File: config.mk
export PLATFORM = sky130hd
export DESIGN_NAME = nfctm_top
export DESIGN_NICKNAME = d
export VERILOG_FILES = /design/src/hw/nfctm_pkg.sv /design/src/hw/nfctm_top.sv
export SDC_FILE = /design/constraint.sdc
export NUM_CORES = 1
export LEC_CHECK = 0
export ABC_CLOCK_PERIOD_IN_PS = 2500
export BUFFER_PORTS_ARGS = -buffer_cell sky130_fd_sc_hd__buf_2
export CAP_MARGIN = 10
export CORE_UTILIZATION = 53
export DETAILED_ROUTE_END_ITERATION = 10
export PLACE_DENSITY_LB_ADDON = 0.12
export SKIP_CTS_REPAIR_TIMING = 1
export SLEW_MARGIN = 15
export SYNTH_ARGS = -nofsm -noshare
export SYNTH_HDL_FRONTEND = slang
export SYNTH_SLANG_ARGS = --single-unit
File: constraint.sdc
create_clock -name aclk -period 2.5 [get_ports aclk]
set_clock_uncertainty 0.1 [all_clocks]
set_input_delay 0.375 -clock aclk [delete_from_list [all_inputs] [get_ports aclk]]
set_output_delay 0.375 -clock aclk [all_outputs]
set_load 0.005 [all_outputs]
File: src/hw/nfctm_pkg.sv
// package of constants for the reader protocol timer unit
// What this block does
// - clear command stops all but wake-up timer and the mode 1 no-response timer
// - transmit end starts mask and no-response timers
// - mask timer running holds receive window low
// - mask timer drives squelch, raises no interrupt
// - peer field on starts mask timer in peer mode
// - low-power target: mask start command steps 512/fc, then watch
// - step bit picks 64/fc or 4096/fc
// - mode 0: expiry interrupts, reply start stops
// - mode 1: always interrupts, ignores clear
// - start command restarts; ignored in peer mode
// - peer mode: expiry before peer field interrupts
// - general timer triggered by selected event, interrupts
// - general start command starts or restarts it
// - wake-up start refused in wake-up mode
// - carrier timers run only with stable oscillator
// - oscillator stable sets status and interrupt flag
// - eight-bit successive approximation result held
// - absolute mode spans 00h to FFh codes
// - relative mode only for phase measurement
package nfctm_pkg;
	localparam logic [7:0]  OFS_CTRL    = 8'h00;
	localparam logic [7:0]  OFS_MRT     = 8'h04;
	localparam logic [7:0]  OFS_NRT     = 8'h08;
	localparam logic [7:0]  OFS_GPT     = 8'h0c;
	localparam logic [7:0]  OFS_WUT     = 8'h10;
	localparam logic [7:0]  OFS_CMD     = 8'h14;
	localparam logic [7:0]  OFS_FLAGS   = 8'h18;
	localparam logic [7:0]  OFS_STATUS  = 8'h1c;
	localparam logic [7:0]  OFS_ADC     = 8'h20;

	// control register fields
	localparam int          CTL_OSC_EN  = 0;
	localparam int          CTL_NRT_STEP = 1;
	localparam int          CTL_NRT_EMV = 2;
	localparam int          CTL_GPT_TRIG = 3;
	localparam int          CTL_P2P     = 5;
	localparam int          CTL_LPTGT   = 6;
	localparam int          CTL_WUMODE  = 7;
	localparam int          CTL_SQ_EN   = 8;
	localparam int          CTL_WIDTH   = 9;
	localparam logic [8:0]  CTL_RESET   = 9'h000;

	// command register bits
	localparam int          CMD_CLEAR   = 0;
	localparam int          CMD_MRT     = 1;
	localparam int          CMD_NRT     = 2;
	localparam int          CMD_GPT     = 3;
	localparam int          CMD_WUT     = 4;
	localparam int          CMD_ADC     = 5;

	// flag register bits
	localparam int          FLG_NRE     = 0;
	localparam int          FLG_GPT     = 1;
	localparam int          FLG_OSC     = 2;
	localparam int          FLG_TXE     = 3;
	localparam int          FLG_WT      = 4;
	localparam int          FLG_WIDTH   = 5;

	// general timer trigger selections
	localparam logic [1:0]  TRIG_NONE   = 2'h0;
	localparam logic [1:0]  TRIG_RXSOF  = 2'h1;
	localparam logic [1:0]  TRIG_RXEOF  = 2'h2;
	localparam logic [1:0]  TRIG_FOFF   = 2'h3;

	// tick steps in carrier periods
	localparam int          STEP_MRT    = 64;
	localparam int          STEP_MRT_LP = 512;
	localparam int          STEP_NRT_LO = 64;
	localparam int          STEP_NRT_HI = 4096;
	localparam int          STEP_GPT    = 64;
	localparam int          PRE_W       = 12;

	// converter timing
	localparam int          ADC_SETTLE_NS = 500;
	localparam int          CLK_NS        = 25;
	localparam int          ADC_SETTLE    = (ADC_SETTLE_NS + CLK_NS - 1) / CLK_NS;
	localparam logic [7:0]  ADC_MID       = 8'h80;

	localparam logic [1:0]  RESP_OKAY   = 2'b00;
	localparam logic [1:0]  RESP_SLVERR = 2'b10;
endpackage

File: src/hw/nfctm_top.sv
// reader protocol timers, oscillator status and converter control
//
// The register offsets and the AXI4-Lite slave port were left to the implementer.
`timescale 1ns/1ps
module nfctm_top
	import nfctm_pkg::*;
#(
	parameter int MRT_W = 8,
	parameter int NRT_W = 16,
	parameter int GPT_W = 16,
	parameter int WUT_W = 8
) (
	input  wire logic        aclk,
	input  wire logic        aresetn,
	input  wire logic [7:0]  s_axi_awaddr,
	input  wire logic        s_axi_awvalid,
	output logic             s_axi_awready,
	input  wire logic [31:0] s_axi_wdata,
	input  wire logic [3:0]  s_axi_wstrb,
	input  wire logic        s_axi_wvalid,
	output logic             s_axi_wready,
	output logic [1:0]       s_axi_bresp,
	output logic             s_axi_bvalid,
	input  wire logic        s_axi_bready,
	input  wire logic [7:0]  s_axi_araddr,
	input  wire logic        s_axi_arvalid,
	output logic             s_axi_arready,
	output logic [31:0]      s_axi_rdata,
	output logic [1:0]       s_axi_rresp,
	output logic             s_axi_rvalid,
	input  wire logic        s_axi_rready,
	input  wire logic        fc_en,
	input  wire logic        tx_end,
	input  wire logic        rx_sof,
	input  wire logic        rx_eof,
	input  wire logic        reply_busy,
	input  wire logic        peer_field_on,
	input  wire logic        peer_field_off,
	input  wire logic        osc_stable_pin,
	input  wire logic        rc_clk_pin,
	input  wire logic        adc_comp_pin,
	input  wire logic        phase_meas,
	output logic             osc_enable,
	output logic             rc_osc_enable,
	output logic             rx_window,
	output logic             squelch_on,
	output logic             rx_watch,
	output logic [7:0]       adc_dac,
	output logic             adc_relative
);
	logic                 awdone_q, wdone_q;
	logic [7:0]           awaddr_q;
	logic [31:0]          wdata_q;
	logic [3:0]           wstrb_q;
	logic                 bvalid_q, rvalid_q;
	logic [31:0]          rdata_q;
	logic [1:0]           rresp_q, bresp_q;
	logic                 wr_go, wr_ok;
	logic [CTL_WIDTH-1:0] ctrl_q;
	logic [MRT_W-1:0]     mrt_val_q;
	logic [NRT_W-1:0]     nrt_val_q;
	logic [GPT_W-1:0]     gpt_val_q;
	logic [WUT_W-1:0]     wut_val_q;
	logic [FLG_WIDTH-1:0] flags_q, flag_set, flag_clr;
	logic                 cmd_clear, cmd_mrt, cmd_nrt, cmd_gpt, cmd_wut, cmd_adc;
	logic [2:0]           osc_sync_q, rc_sync_q;
	logic                 osc_ok, rc_tick;
	logic                 p2p, emv;
	logic                 mrt_run_q, mrt_lp_q, nrt_run_q, gpt_run_q, wut_run_q;
	logic [MRT_W-1:0]     mrt_cnt_q;
	logic [NRT_W-1:0]     nrt_cnt_q;
	logic [GPT_W-1:0]     gpt_cnt_q;
	logic [WUT_W-1:0]     wut_cnt_q;
	logic [PRE_W-1:0]     mrt_pre_q, nrt_pre_q, gpt_pre_q;
	logic [PRE_W-1:0]     mrt_last, nrt_last;
	logic                 fc_go, mrt_tick, nrt_tick, gpt_tick;
	logic                 mrt_exp, nrt_exp, gpt_exp, wut_exp;
	logic                 mrt_start, nrt_start, gpt_start, gpt_trig;
	logic                 nrt_stop, force_low_q, watch_q;
	logic [1:0]           adc_sync_q;
	logic                 adc_busy_q, adc_rel_q;
	logic [2:0]           adc_bit_q;
	logic [7:0]           adc_try_q, adc_res_q;
	logic [$clog2(ADC_SETTLE+1)-1:0] adc_wait_q;

	// bus slave: address and data accepted in either order, response after both
	assign s_axi_awready = !awdone_q && !bvalid_q;
	assign s_axi_wready  = !wdone_q && !bvalid_q;
	assign s_axi_bvalid  = bvalid_q;
	assign s_axi_bresp   = bresp_q;
	assign s_axi_arready = !rvalid_q;
	assign s_axi_rvalid  = rvalid_q;
	assign s_axi_rdata   = rdata_q;
	assign s_axi_rresp   = rresp_q;
	assign wr_go = awdone_q && wdone_q && !bvalid_q;
	assign wr_ok = awaddr_q <= OFS_ADC && awaddr_q[1:0] == 2'b00;

	always_ff @(posedge aclk) begin
		if (!aresetn) begin
			awdone_q <= 1'b0;
			wdone_q  <= 1'b0;
			awaddr_q <= 8'h00;
			wdata_q  <= 32'h0000_0000;
			wstrb_q  <= 4'h0;
			bvalid_q <= 1'b0;
			bresp_q  <= RESP_OKAY;
		end else begin
			if (s_axi_awvalid && s_axi_awready) begin
				awdone_q <= 1'b1;
				awaddr_q <= s_axi_awaddr;
			end
			if (s_axi_wvalid && s_axi_wready) begin
				wdone_q <= 1'b1;
				wdata_q <= s_axi_wdata;
				wstrb_q <= s_axi_wstrb;
			end
			if (wr_go) begin
				awdone_q <= 1'b0;
				wdone_q  <= 1'b0;
				bvalid_q <= 1'b1;
				bresp_q  <= wr_ok ? RESP_OKAY : RESP_SLVERR;
			end else if (bvalid_q && s_axi_bready) begin
				bvalid_q <= 1'b0;
			end
		end
	end

	// configuration writes; software keeps them to idle timers
	always_ff @(posedge aclk) begin
		if (!aresetn) begin
			ctrl_q    <= CTL_RESET;
			mrt_val_q <= '0;
			nrt_val_q <= '0;
			gpt_val_q <= '0;
			wut_val_q <= '0;
		end else if (wr_go && wstrb_q[0]) begin
			unique case (awaddr_q)
				OFS_CTRL: begin
					ctrl_q[7:0] <= wdata_q[7:0];
					if (wstrb_q[1]) ctrl_q[8] <= wdata_q[8];
				end
				OFS_MRT:  mrt_val_q <= wdata_q[MRT_W-1:0];
				OFS_NRT:  nrt_val_q <= wdata_q[NRT_W-1:0];
				OFS_GPT:  gpt_val_q <= wdata_q[GPT_W-1:0];
				OFS_WUT:  wut_val_q <= wdata_q[WUT_W-1:0];
				default: begin
				end
			endcase
		end
	end

	// command strobes, one cycle each
	always_comb begin
		logic hit;
		hit       = wr_go && wstrb_q[0] && awaddr_q == OFS_CMD;
		cmd_clear = hit && wdata_q[CMD_CLEAR];
		cmd_mrt   = hit && wdata_q[CMD_MRT];
		cmd_nrt   = hit && wdata_q[CMD_NRT];
		cmd_gpt   = hit && wdata_q[CMD_GPT];
		cmd_wut   = hit && wdata_q[CMD_WUT];
		cmd_adc   = hit && wdata_q[CMD_ADC];
		flag_clr  = (wr_go && wstrb_q[0] && awaddr_q == OFS_FLAGS) ?
			wdata_q[FLG_WIDTH-1:0] : '0;
	end

	always_ff @(posedge aclk) begin
		if (!aresetn) begin
			rvalid_q <= 1'b0;
			rdata_q  <= 32'h0000_0000;
			rresp_q  <= RESP_OKAY;
		end else if (s_axi_arvalid && s_axi_arready) begin
			rvalid_q <= 1'b1;
			rresp_q  <= RESP_OKAY;
			unique case (s_axi_araddr)
				OFS_CTRL:   rdata_q <= 32'(ctrl_q);
				OFS_MRT:    rdata_q <= 32'(mrt_val_q);
				OFS_NRT:    rdata_q <= 32'(nrt_val_q);
				OFS_GPT:    rdata_q <= 32'(gpt_val_q);
				OFS_WUT:    rdata_q <= 32'(wut_val_q);
				OFS_CMD:    rdata_q <= 32'h0000_0000;
				OFS_FLAGS:  rdata_q <= 32'(flags_q);
				OFS_STATUS: rdata_q <= 32'({watch_q, rx_window, osc_ok, adc_busy_q,
					wut_run_q, gpt_run_q, nrt_run_q, mrt_run_q});
				OFS_ADC:    rdata_q <= 32'({adc_rel_q, adc_res_q});
				default: begin
					rdata_q <= 32'h0000_0000;
					rresp_q <= RESP_SLVERR;
				end
			endcase
		end else if (rvalid_q && s_axi_rready) begin
			rvalid_q <= 1'b0;
		end
	end

	// pin synchronisers; stage 0 feeds stage 1 only
	always_ff @(posedge aclk) begin
		if (!aresetn) begin
			osc_sync_q <= 3'h0;
			rc_sync_q  <= 3'h0;
			adc_sync_q <= 2'h0;
		end else begin
			osc_sync_q <= {osc_sync_q[1:0], osc_stable_pin};
			rc_sync_q  <= {rc_sync_q[1:0], rc_clk_pin};
			adc_sync_q <= {adc_sync_q[0], adc_comp_pin};
		end
	end
	assign osc_ok  = osc_sync_q[1] && ctrl_q[CTL_OSC_EN];
	assign rc_tick = rc_sync_q[1] && !rc_sync_q[2];
	assign osc_enable    = ctrl_q[CTL_OSC_EN];
	assign rc_osc_enable = wut_run_q;

	assign p2p   = ctrl_q[CTL_P2P];
	assign emv   = ctrl_q[CTL_NRT_EMV];
	assign fc_go = fc_en && osc_ok;

	// mask receive timer
	assign mrt_last  = mrt_lp_q ? PRE_W'(STEP_MRT_LP - 1) : PRE_W'(STEP_MRT - 1);
	assign mrt_tick  = mrt_run_q && fc_go && mrt_pre_q == mrt_last;
	assign mrt_exp   = mrt_tick && mrt_cnt_q <= MRT_W'(1);
	assign mrt_start = tx_end || (p2p && peer_field_on) || cmd_mrt;
	always_ff @(posedge aclk) begin
		if (!aresetn) begin
			mrt_run_q <= 1'b0;
			mrt_lp_q  <= 1'b0;
			mrt_cnt_q <= '0;
			mrt_pre_q <= '0;
		end else if (mrt_start) begin
			mrt_run_q <= 1'b1;
			mrt_lp_q  <= cmd_mrt && ctrl_q[CTL_LPTGT];
			mrt_cnt_q <= mrt_val_q;
			mrt_pre_q <= '0;
		end else if (cmd_clear || mrt_exp) begin
			mrt_run_q <= 1'b0;
		end else if (mrt_tick) begin
			mrt_pre_q <= '0;
			mrt_cnt_q <= mrt_cnt_q - MRT_W'(1);
		end else if (mrt_run_q && fc_go) begin
			mrt_pre_q <= mrt_pre_q + PRE_W'(1);
		end
	end

	// after a low-power target mask window, watch for the initiator
	always_ff @(posedge aclk) begin
		if (!aresetn) begin
			watch_q <= 1'b0;
		end else if (mrt_start || cmd_clear) begin
			watch_q <= 1'b0;
		end else if (mrt_exp && mrt_lp_q) begin
			watch_q <= 1'b1;
		end
	end
	assign rx_watch = watch_q;

	// no-response timer
	assign nrt_last  = ctrl_q[CTL_NRT_STEP] ? PRE_W'(STEP_NRT_HI - 1) :
		PRE_W'(STEP_NRT_LO - 1);
	assign nrt_tick  = nrt_run_q && fc_go && nrt_pre_q == nrt_last;
	assign nrt_exp   = nrt_tick && nrt_cnt_q <= NRT_W'(1);
	assign nrt_start = tx_end || (cmd_nrt && !p2p);
	assign nrt_stop  = (cmd_clear && !emv) || (rx_sof && !emv) || (p2p && peer_field_on);
	always_ff @(posedge aclk) begin
		if (!aresetn) begin
			nrt_run_q <= 1'b0;
			nrt_cnt_q <= '0;
			nrt_pre_q <= '0;
		end else if (nrt_start) begin
			nrt_run_q <= 1'b1;
			nrt_cnt_q <= nrt_val_q;
			nrt_pre_q <= '0;
		end else if (nrt_stop || nrt_exp) begin
			nrt_run_q <= 1'b0;
		end else if (nrt_tick) begin
			nrt_pre_q <= '0;
			nrt_cnt_q <= nrt_cnt_q - NRT_W'(1);
		end else if (nrt_run_q && fc_go) begin
			nrt_pre_q <= nrt_pre_q + PRE_W'(1);
		end
	end

	// expiry closes the receive window unless a reply is under way in mode 1
	always_ff @(posedge aclk) begin
		if (!aresetn) begin
			force_low_q <= 1'b0;
		end else if (nrt_exp && !nrt_stop && !nrt_start && !(emv && reply_busy)) begin
			force_low_q <= 1'b1;
		end else if (tx_end || mrt_start) begin
			force_low_q <= 1'b0;
		end
	end
	assign rx_window  = !mrt_run_q && !force_low_q;
	assign squelch_on = mrt_run_q && ctrl_q[CTL_SQ_EN];

	// general purpose timer
	always_comb begin
		unique case (ctrl_q[CTL_GPT_TRIG +: 2])
			TRIG_RXSOF: gpt_trig = rx_sof;
			TRIG_RXEOF: gpt_trig = rx_eof;
			TRIG_FOFF:  gpt_trig = p2p && peer_field_off;
			TRIG_NONE:  gpt_trig = 1'b0;
		endcase
	end
	assign gpt_start = gpt_trig || cmd_gpt;
	assign gpt_tick  = gpt_run_q && fc_go && gpt_pre_q == PRE_W'(STEP_GPT - 1);
	assign gpt_exp   = gpt_tick && gpt_cnt_q <= GPT_W'(1);
	always_ff @(posedge aclk) begin
		if (!aresetn) begin
			gpt_run_q <= 1'b0;
			gpt_cnt_q <= '0;
			gpt_pre_q <= '0;
		end else if (gpt_start) begin
			gpt_run_q <= 1'b1;
			gpt_cnt_q <= gpt_val_q;
			gpt_pre_q <= '0;
		end else if (cmd_clear || gpt_exp) begin
			gpt_run_q <= 1'b0;
		end else if (gpt_tick) begin
			gpt_pre_q <= '0;
			gpt_cnt_q <= gpt_cnt_q - GPT_W'(1);
		end else if (gpt_run_q && fc_go) begin
			gpt_pre_q <= gpt_pre_q + PRE_W'(1);
		end
	end

	// wake-up timer counts rc clock edges and ignores clear
	assign wut_exp = wut_run_q && rc_tick && wut_cnt_q <= WUT_W'(1);
	always_ff @(posedge aclk) begin
		if (!aresetn) begin
			wut_run_q <= 1'b0;
			wut_cnt_q <= '0;
		end else if (cmd_wut && !ctrl_q[CTL_WUMODE]) begin
			wut_run_q <= 1'b1;
			wut_cnt_q <= wut_val_q;
		end else if (wut_exp) begin
			wut_run_q <= 1'b0;
		end else if (wut_run_q && rc_tick) begin
			wut_cnt_q <= wut_cnt_q - WUT_W'(1);
		end
	end

	// sticky event flags; a new event beats a software clear
	always_comb begin
		flag_set          = '0;
		flag_set[FLG_NRE] = nrt_exp && !nrt_stop && !nrt_start;
		flag_set[FLG_GPT] = gpt_exp && !gpt_start;
		flag_set[FLG_OSC] = osc_sync_q[1] && !osc_sync_q[2] && ctrl_q[CTL_OSC_EN];
		flag_set[FLG_TXE] = tx_end;
		flag_set[FLG_WT]  = wut_exp;
	end
	always_ff @(posedge aclk) begin
		if (!aresetn) begin
			flags_q <= '0;
		end else begin
			flags_q <= (flags_q & ~flag_clr) | flag_set;
		end
	end

	// successive approximation converter, msb first
	always_ff @(posedge aclk) begin
		if (!aresetn) begin
			adc_busy_q <= 1'b0;
			adc_rel_q  <= 1'b0;
			adc_bit_q  <= 3'h7;
			adc_try_q  <= 8'h00;
			adc_res_q  <= 8'h00;
			adc_wait_q <= '0;
		end else if (cmd_adc && !adc_busy_q) begin
			adc_busy_q <= 1'b1;
			adc_rel_q  <= phase_meas;
			adc_bit_q  <= 3'h7;
			adc_try_q  <= ADC_MID;
			adc_wait_q <= '0;
		end else if (adc_busy_q) begin
			if (adc_wait_q != ($bits(adc_wait_q))'(ADC_SETTLE)) begin
				adc_wait_q <= adc_wait_q + 1'b1;
			end else begin
				adc_wait_q <= '0;
				// comparator high keeps the trial bit
				adc_try_q[adc_bit_q] <= adc_sync_q[1];
				if (adc_bit_q == 3'h0) begin
					adc_busy_q <= 1'b0;
					adc_res_q  <= {adc_try_q[7:1], adc_sync_q[1]};
				end else begin
					adc_try_q[adc_bit_q - 3'h1] <= 1'b1;
					adc_bit_q <= adc_bit_q - 3'h1;
				end
			end
		end
	end
	assign adc_dac      = adc_try_q;
	assign adc_relative = adc_busy_q ? adc_rel_q : 1'b0;
endmodule

==> results_dict.tcl <==
set metrics [dict create \
    synthFlopType "dfxtp_1" \
    dp_cells 1721 \
    path_class "reg2reg" \
    setup_ws_ns 0.07953 \
    synth.largest_area_cell "dfxtp_1" \
    min_path_cells 3 \
    slew_headroom_pct 42.51 \
    cts_num_sinks 235 \
    worst-endpoint-arrival_ns 2.77 \
    grt_use_total_pct 27.12 \
    seqCellArea_um2 4707 \
    vias 10140 \
    clk_pin_slew_ns 0.06 \
    clockRootBuffer "clkbuf_16" \
    finalWirelength_um 29860 \
    timing.setup.tns_ns 0 \
    fp.dieArea_um2 21900 \
    vdd_drop_max_uv 547.3 \
    drtIter0Drc 657 \
    start_util_pct 53.90 \
    report.final.slew_viol_count 0 \
    place_hpwl_um 21170 \
    power_density_nw_per_um2 599.5 \
    insertion_delay_ns 0.53 \
    clock.fmax_mhz 413.1 \
    drive_above_1_share_pct 16.81 \
    end_kind "flop" \
    num_io_pins 125 \
    multi_input_area_um2 6178 \
    timing.hold.ws_ns -0.01289 \
    run_status "complete, but fails checks" \
    rsz0062_at_grt "yes" \
    syn_area_per_cell_um2 8.411 \
    grt_max_degree 95 \
    drt_pre_antenna_iters 6 \
    synth_area_leaders "dfxtp_1 (42%), mux2i_1 (7.5%), nor2_1 (6.1%)" \
    htreeDepth 1 \
    antenna_found_initial 0 \
    yosysUniqueCellTypes 78 \
    worst-path-max-fanout 3 \
    required_ns 2.85 \
    cts_buffers 25 \
    placed_area_um2 12440 \
    maxCapViolations 0 \
    dieHeight_um 148.0 \
    syn_inst 1343 \
    rows 53 \
    tightestPinTransition_ns 0.8603 \
    synth_seq_area_share_pct 41.65 \
    hold_viol_final 4 \
    fin_cells 1781 \
    startpoint_type "flop" \
    drc 0 \
    dp_worst_setup_slack_ns 0.009014 \
    final-setup-viol-count 0 \
    ys_seq_elements 235 \
    fin_crit_sh_pct 96.82 \
    hp-class "in2reg" \
    port_buffers 88 \
    fillers 1833 \
    yosysWarningCount 0 \
    grt_pass1_vias 9354 \
    nets 1573 \
    place_congestion 0.9135 \
    synth_top_area_share_pct 41.65 \
    syn_area_um2 11300 \
    reg2reg_depth 7 \
    grt_first_pass_wirelength_um 48210 \
    routedWlPerCell_um 16.76 \
    clk_path_buf_depth 3 \
    synth_edf_count 0 \
    async_flop_share_pct 0 \
    finalInstanceArea_um2 13450 \
    overflow 0 \
    die_x_um 148.0 \
    violations "hold timing" \
    drtAntennaViolNets 0 \
    vias_per_cell 5.693 \
    syn_to_final_growth_pct 19.10 \
    fin_crit_ns 2.420 \
    power_leakage_nw 5.601 \
    coreArea_um2 20960 \
    cts_tree "yes" \
]
## metrics by stage
| stage | util [%] | total power, mW |
|---|---|---|
| 6_report | 64.20 | 8.066 |
| 2_1_floorplan | - | 4.279 |
| 3_5_place_dp | 59.36 | 4.488 |
| 4_1_cts | 63.17 | 8.080 |
| 5_1_grt | 64.19 | 8.365 |
| 3_3_place_gp | 59.36 | 4.480 |
## worst paths after layout
kind | from | end | slack (ns)
setup / recovery | nrt_pre_q[6] | nrt_cnt_q[10] | 0.08
hold / removal | s_axi_awaddr[6] | awaddr_q[6] | -0.01
setup reg to reg | nrt_pre_q[6] | nrt_cnt_q[10] | 0.08
hold reg to reg | rc_sync_q[0] | rc_sync_q[1] | 0.34
## worst max-delay path, cell delays in order, from the launching register on
cell and delay, ns:
dfxtp_2 0.32, or4_4 0.54, nor4_4 0.16, buf_4 0.16
o21ai_2 0.06, or4_4 0.52, or3_1 0.32, a31oi_1 0.17
## layer usage
| layer | GRT usage (%) | routed length (µm) | up-vias |
|---|---|---|---|
| li1 | - | - | 5065 |
| met1 | 38.04 | 14010 | 4763 |
| met2 | 43.26 | 13510 | 263 |
| met3 | 3.302 | 1619 | 48 |
| met4 | 8.505 | 716 | 0 |
| met5 | 0 | 0 | - |
## placed cells by master, fill, tap and decap left out, types with 6 or more instances in the layout
cell type | Yosys | layout
nand3b_1 | 7 | 7
or3_1 | 9 | 8
nand3_1 | 54 | 53
and4_1 | 6 | 6
ha_1 | 15 | 15
and3_1 | 14 | 14
o21ai_0 | 65 | 65
a22oi_1 | 9 | 9
clkbuf_1 | 56 | 6
nand2_1 | 123 | 123
xor2_1 | 40 | 40
nor2_1 | 183 | 183
clkbuf_8 | 0 | 6
clkbuf_16 | 0 | 25
dfxtp_1 | 235 | 233
buf_4 | 20 | 80
conb_1 | 1 | 18
a31oi_1 | 16 | 16
and2_1 | 16 | 16
nor3_1 | 30 | 30
or2_2 | 6 | 6
buf_2 | 8 | 88
mux2i_1 | 85 | 85
inv_1 | 27 | 26
xnor2_1 | 24 | 24
a21oi_1 | 93 | 92
dlygate4sd3_1 | 0 | 15
a211oi_1 | 25 | 24
nand2b_1 | 7 | 7
nand4_1 | 28 | 28
or4_1 | 17 | 17
nor4_1 | 15 | 13
## synthesized netlist by cell type, types with 25 or more instances
library cell	instances
nor2_1	183
mux2i_1	85
clkbuf_1	56
nor3_1	30
inv_1	27
a211oi_1	25
o21ai_0	65
nand2_1	123
a21oi_1	93
nand3_1	54
xor2_1	40
dfxtp_1	235
nand4_1	28
## kinds of logic after synthesis
kind of cell	count (synthesis)	synth area share, %
AOI/OAI and AO/OA	269	14.72
xor gates and xnor gates	64	4.962
adders and majority gates	15	1.661
buffers and inverters	117	4.719
DFF	235	41.65
muxes	88	7.831
other	1	0.03320
and+or+nand+nor	554	24.42
## area by class of cell
cell class              instances  area share [%]
flip-flops and latches        235           34.99
diodes                          1         0.01860
clock buffers                  37           5.432
repair buffers                190           9.766
multi-input cells            1008           45.93
clock inverters                 7          0.5115
inverters                      28          0.7998
well taps                     275           2.558
## flip-flops by register name, summed over array words and instances (netlist names), 9 cells and up
| signal | cells |
|---|---|
| ctrl_q | 9 |
| gpt_pre_q | 12 |
| mrt_pre_q | 12 |
| gpt_cnt_q | 16 |
| nrt_pre_q | 12 |
| nrt_cnt_q | 16 |
| gpt_val_q | 16 |
| s_axi_rdata | 16 |
| wdata_q | 16 |
| nrt_val_q | 16 |
## power breakdown
group	internal (mW)	total [mW]	switching (mW)
registers	3.81	3.89	0.0789
clock network	2.12	3.62	1.50
logic	0.222	0.550	0.328
total	6.15	8.07	1.91
No activity file was read; power rests on OpenSTA's default activity.
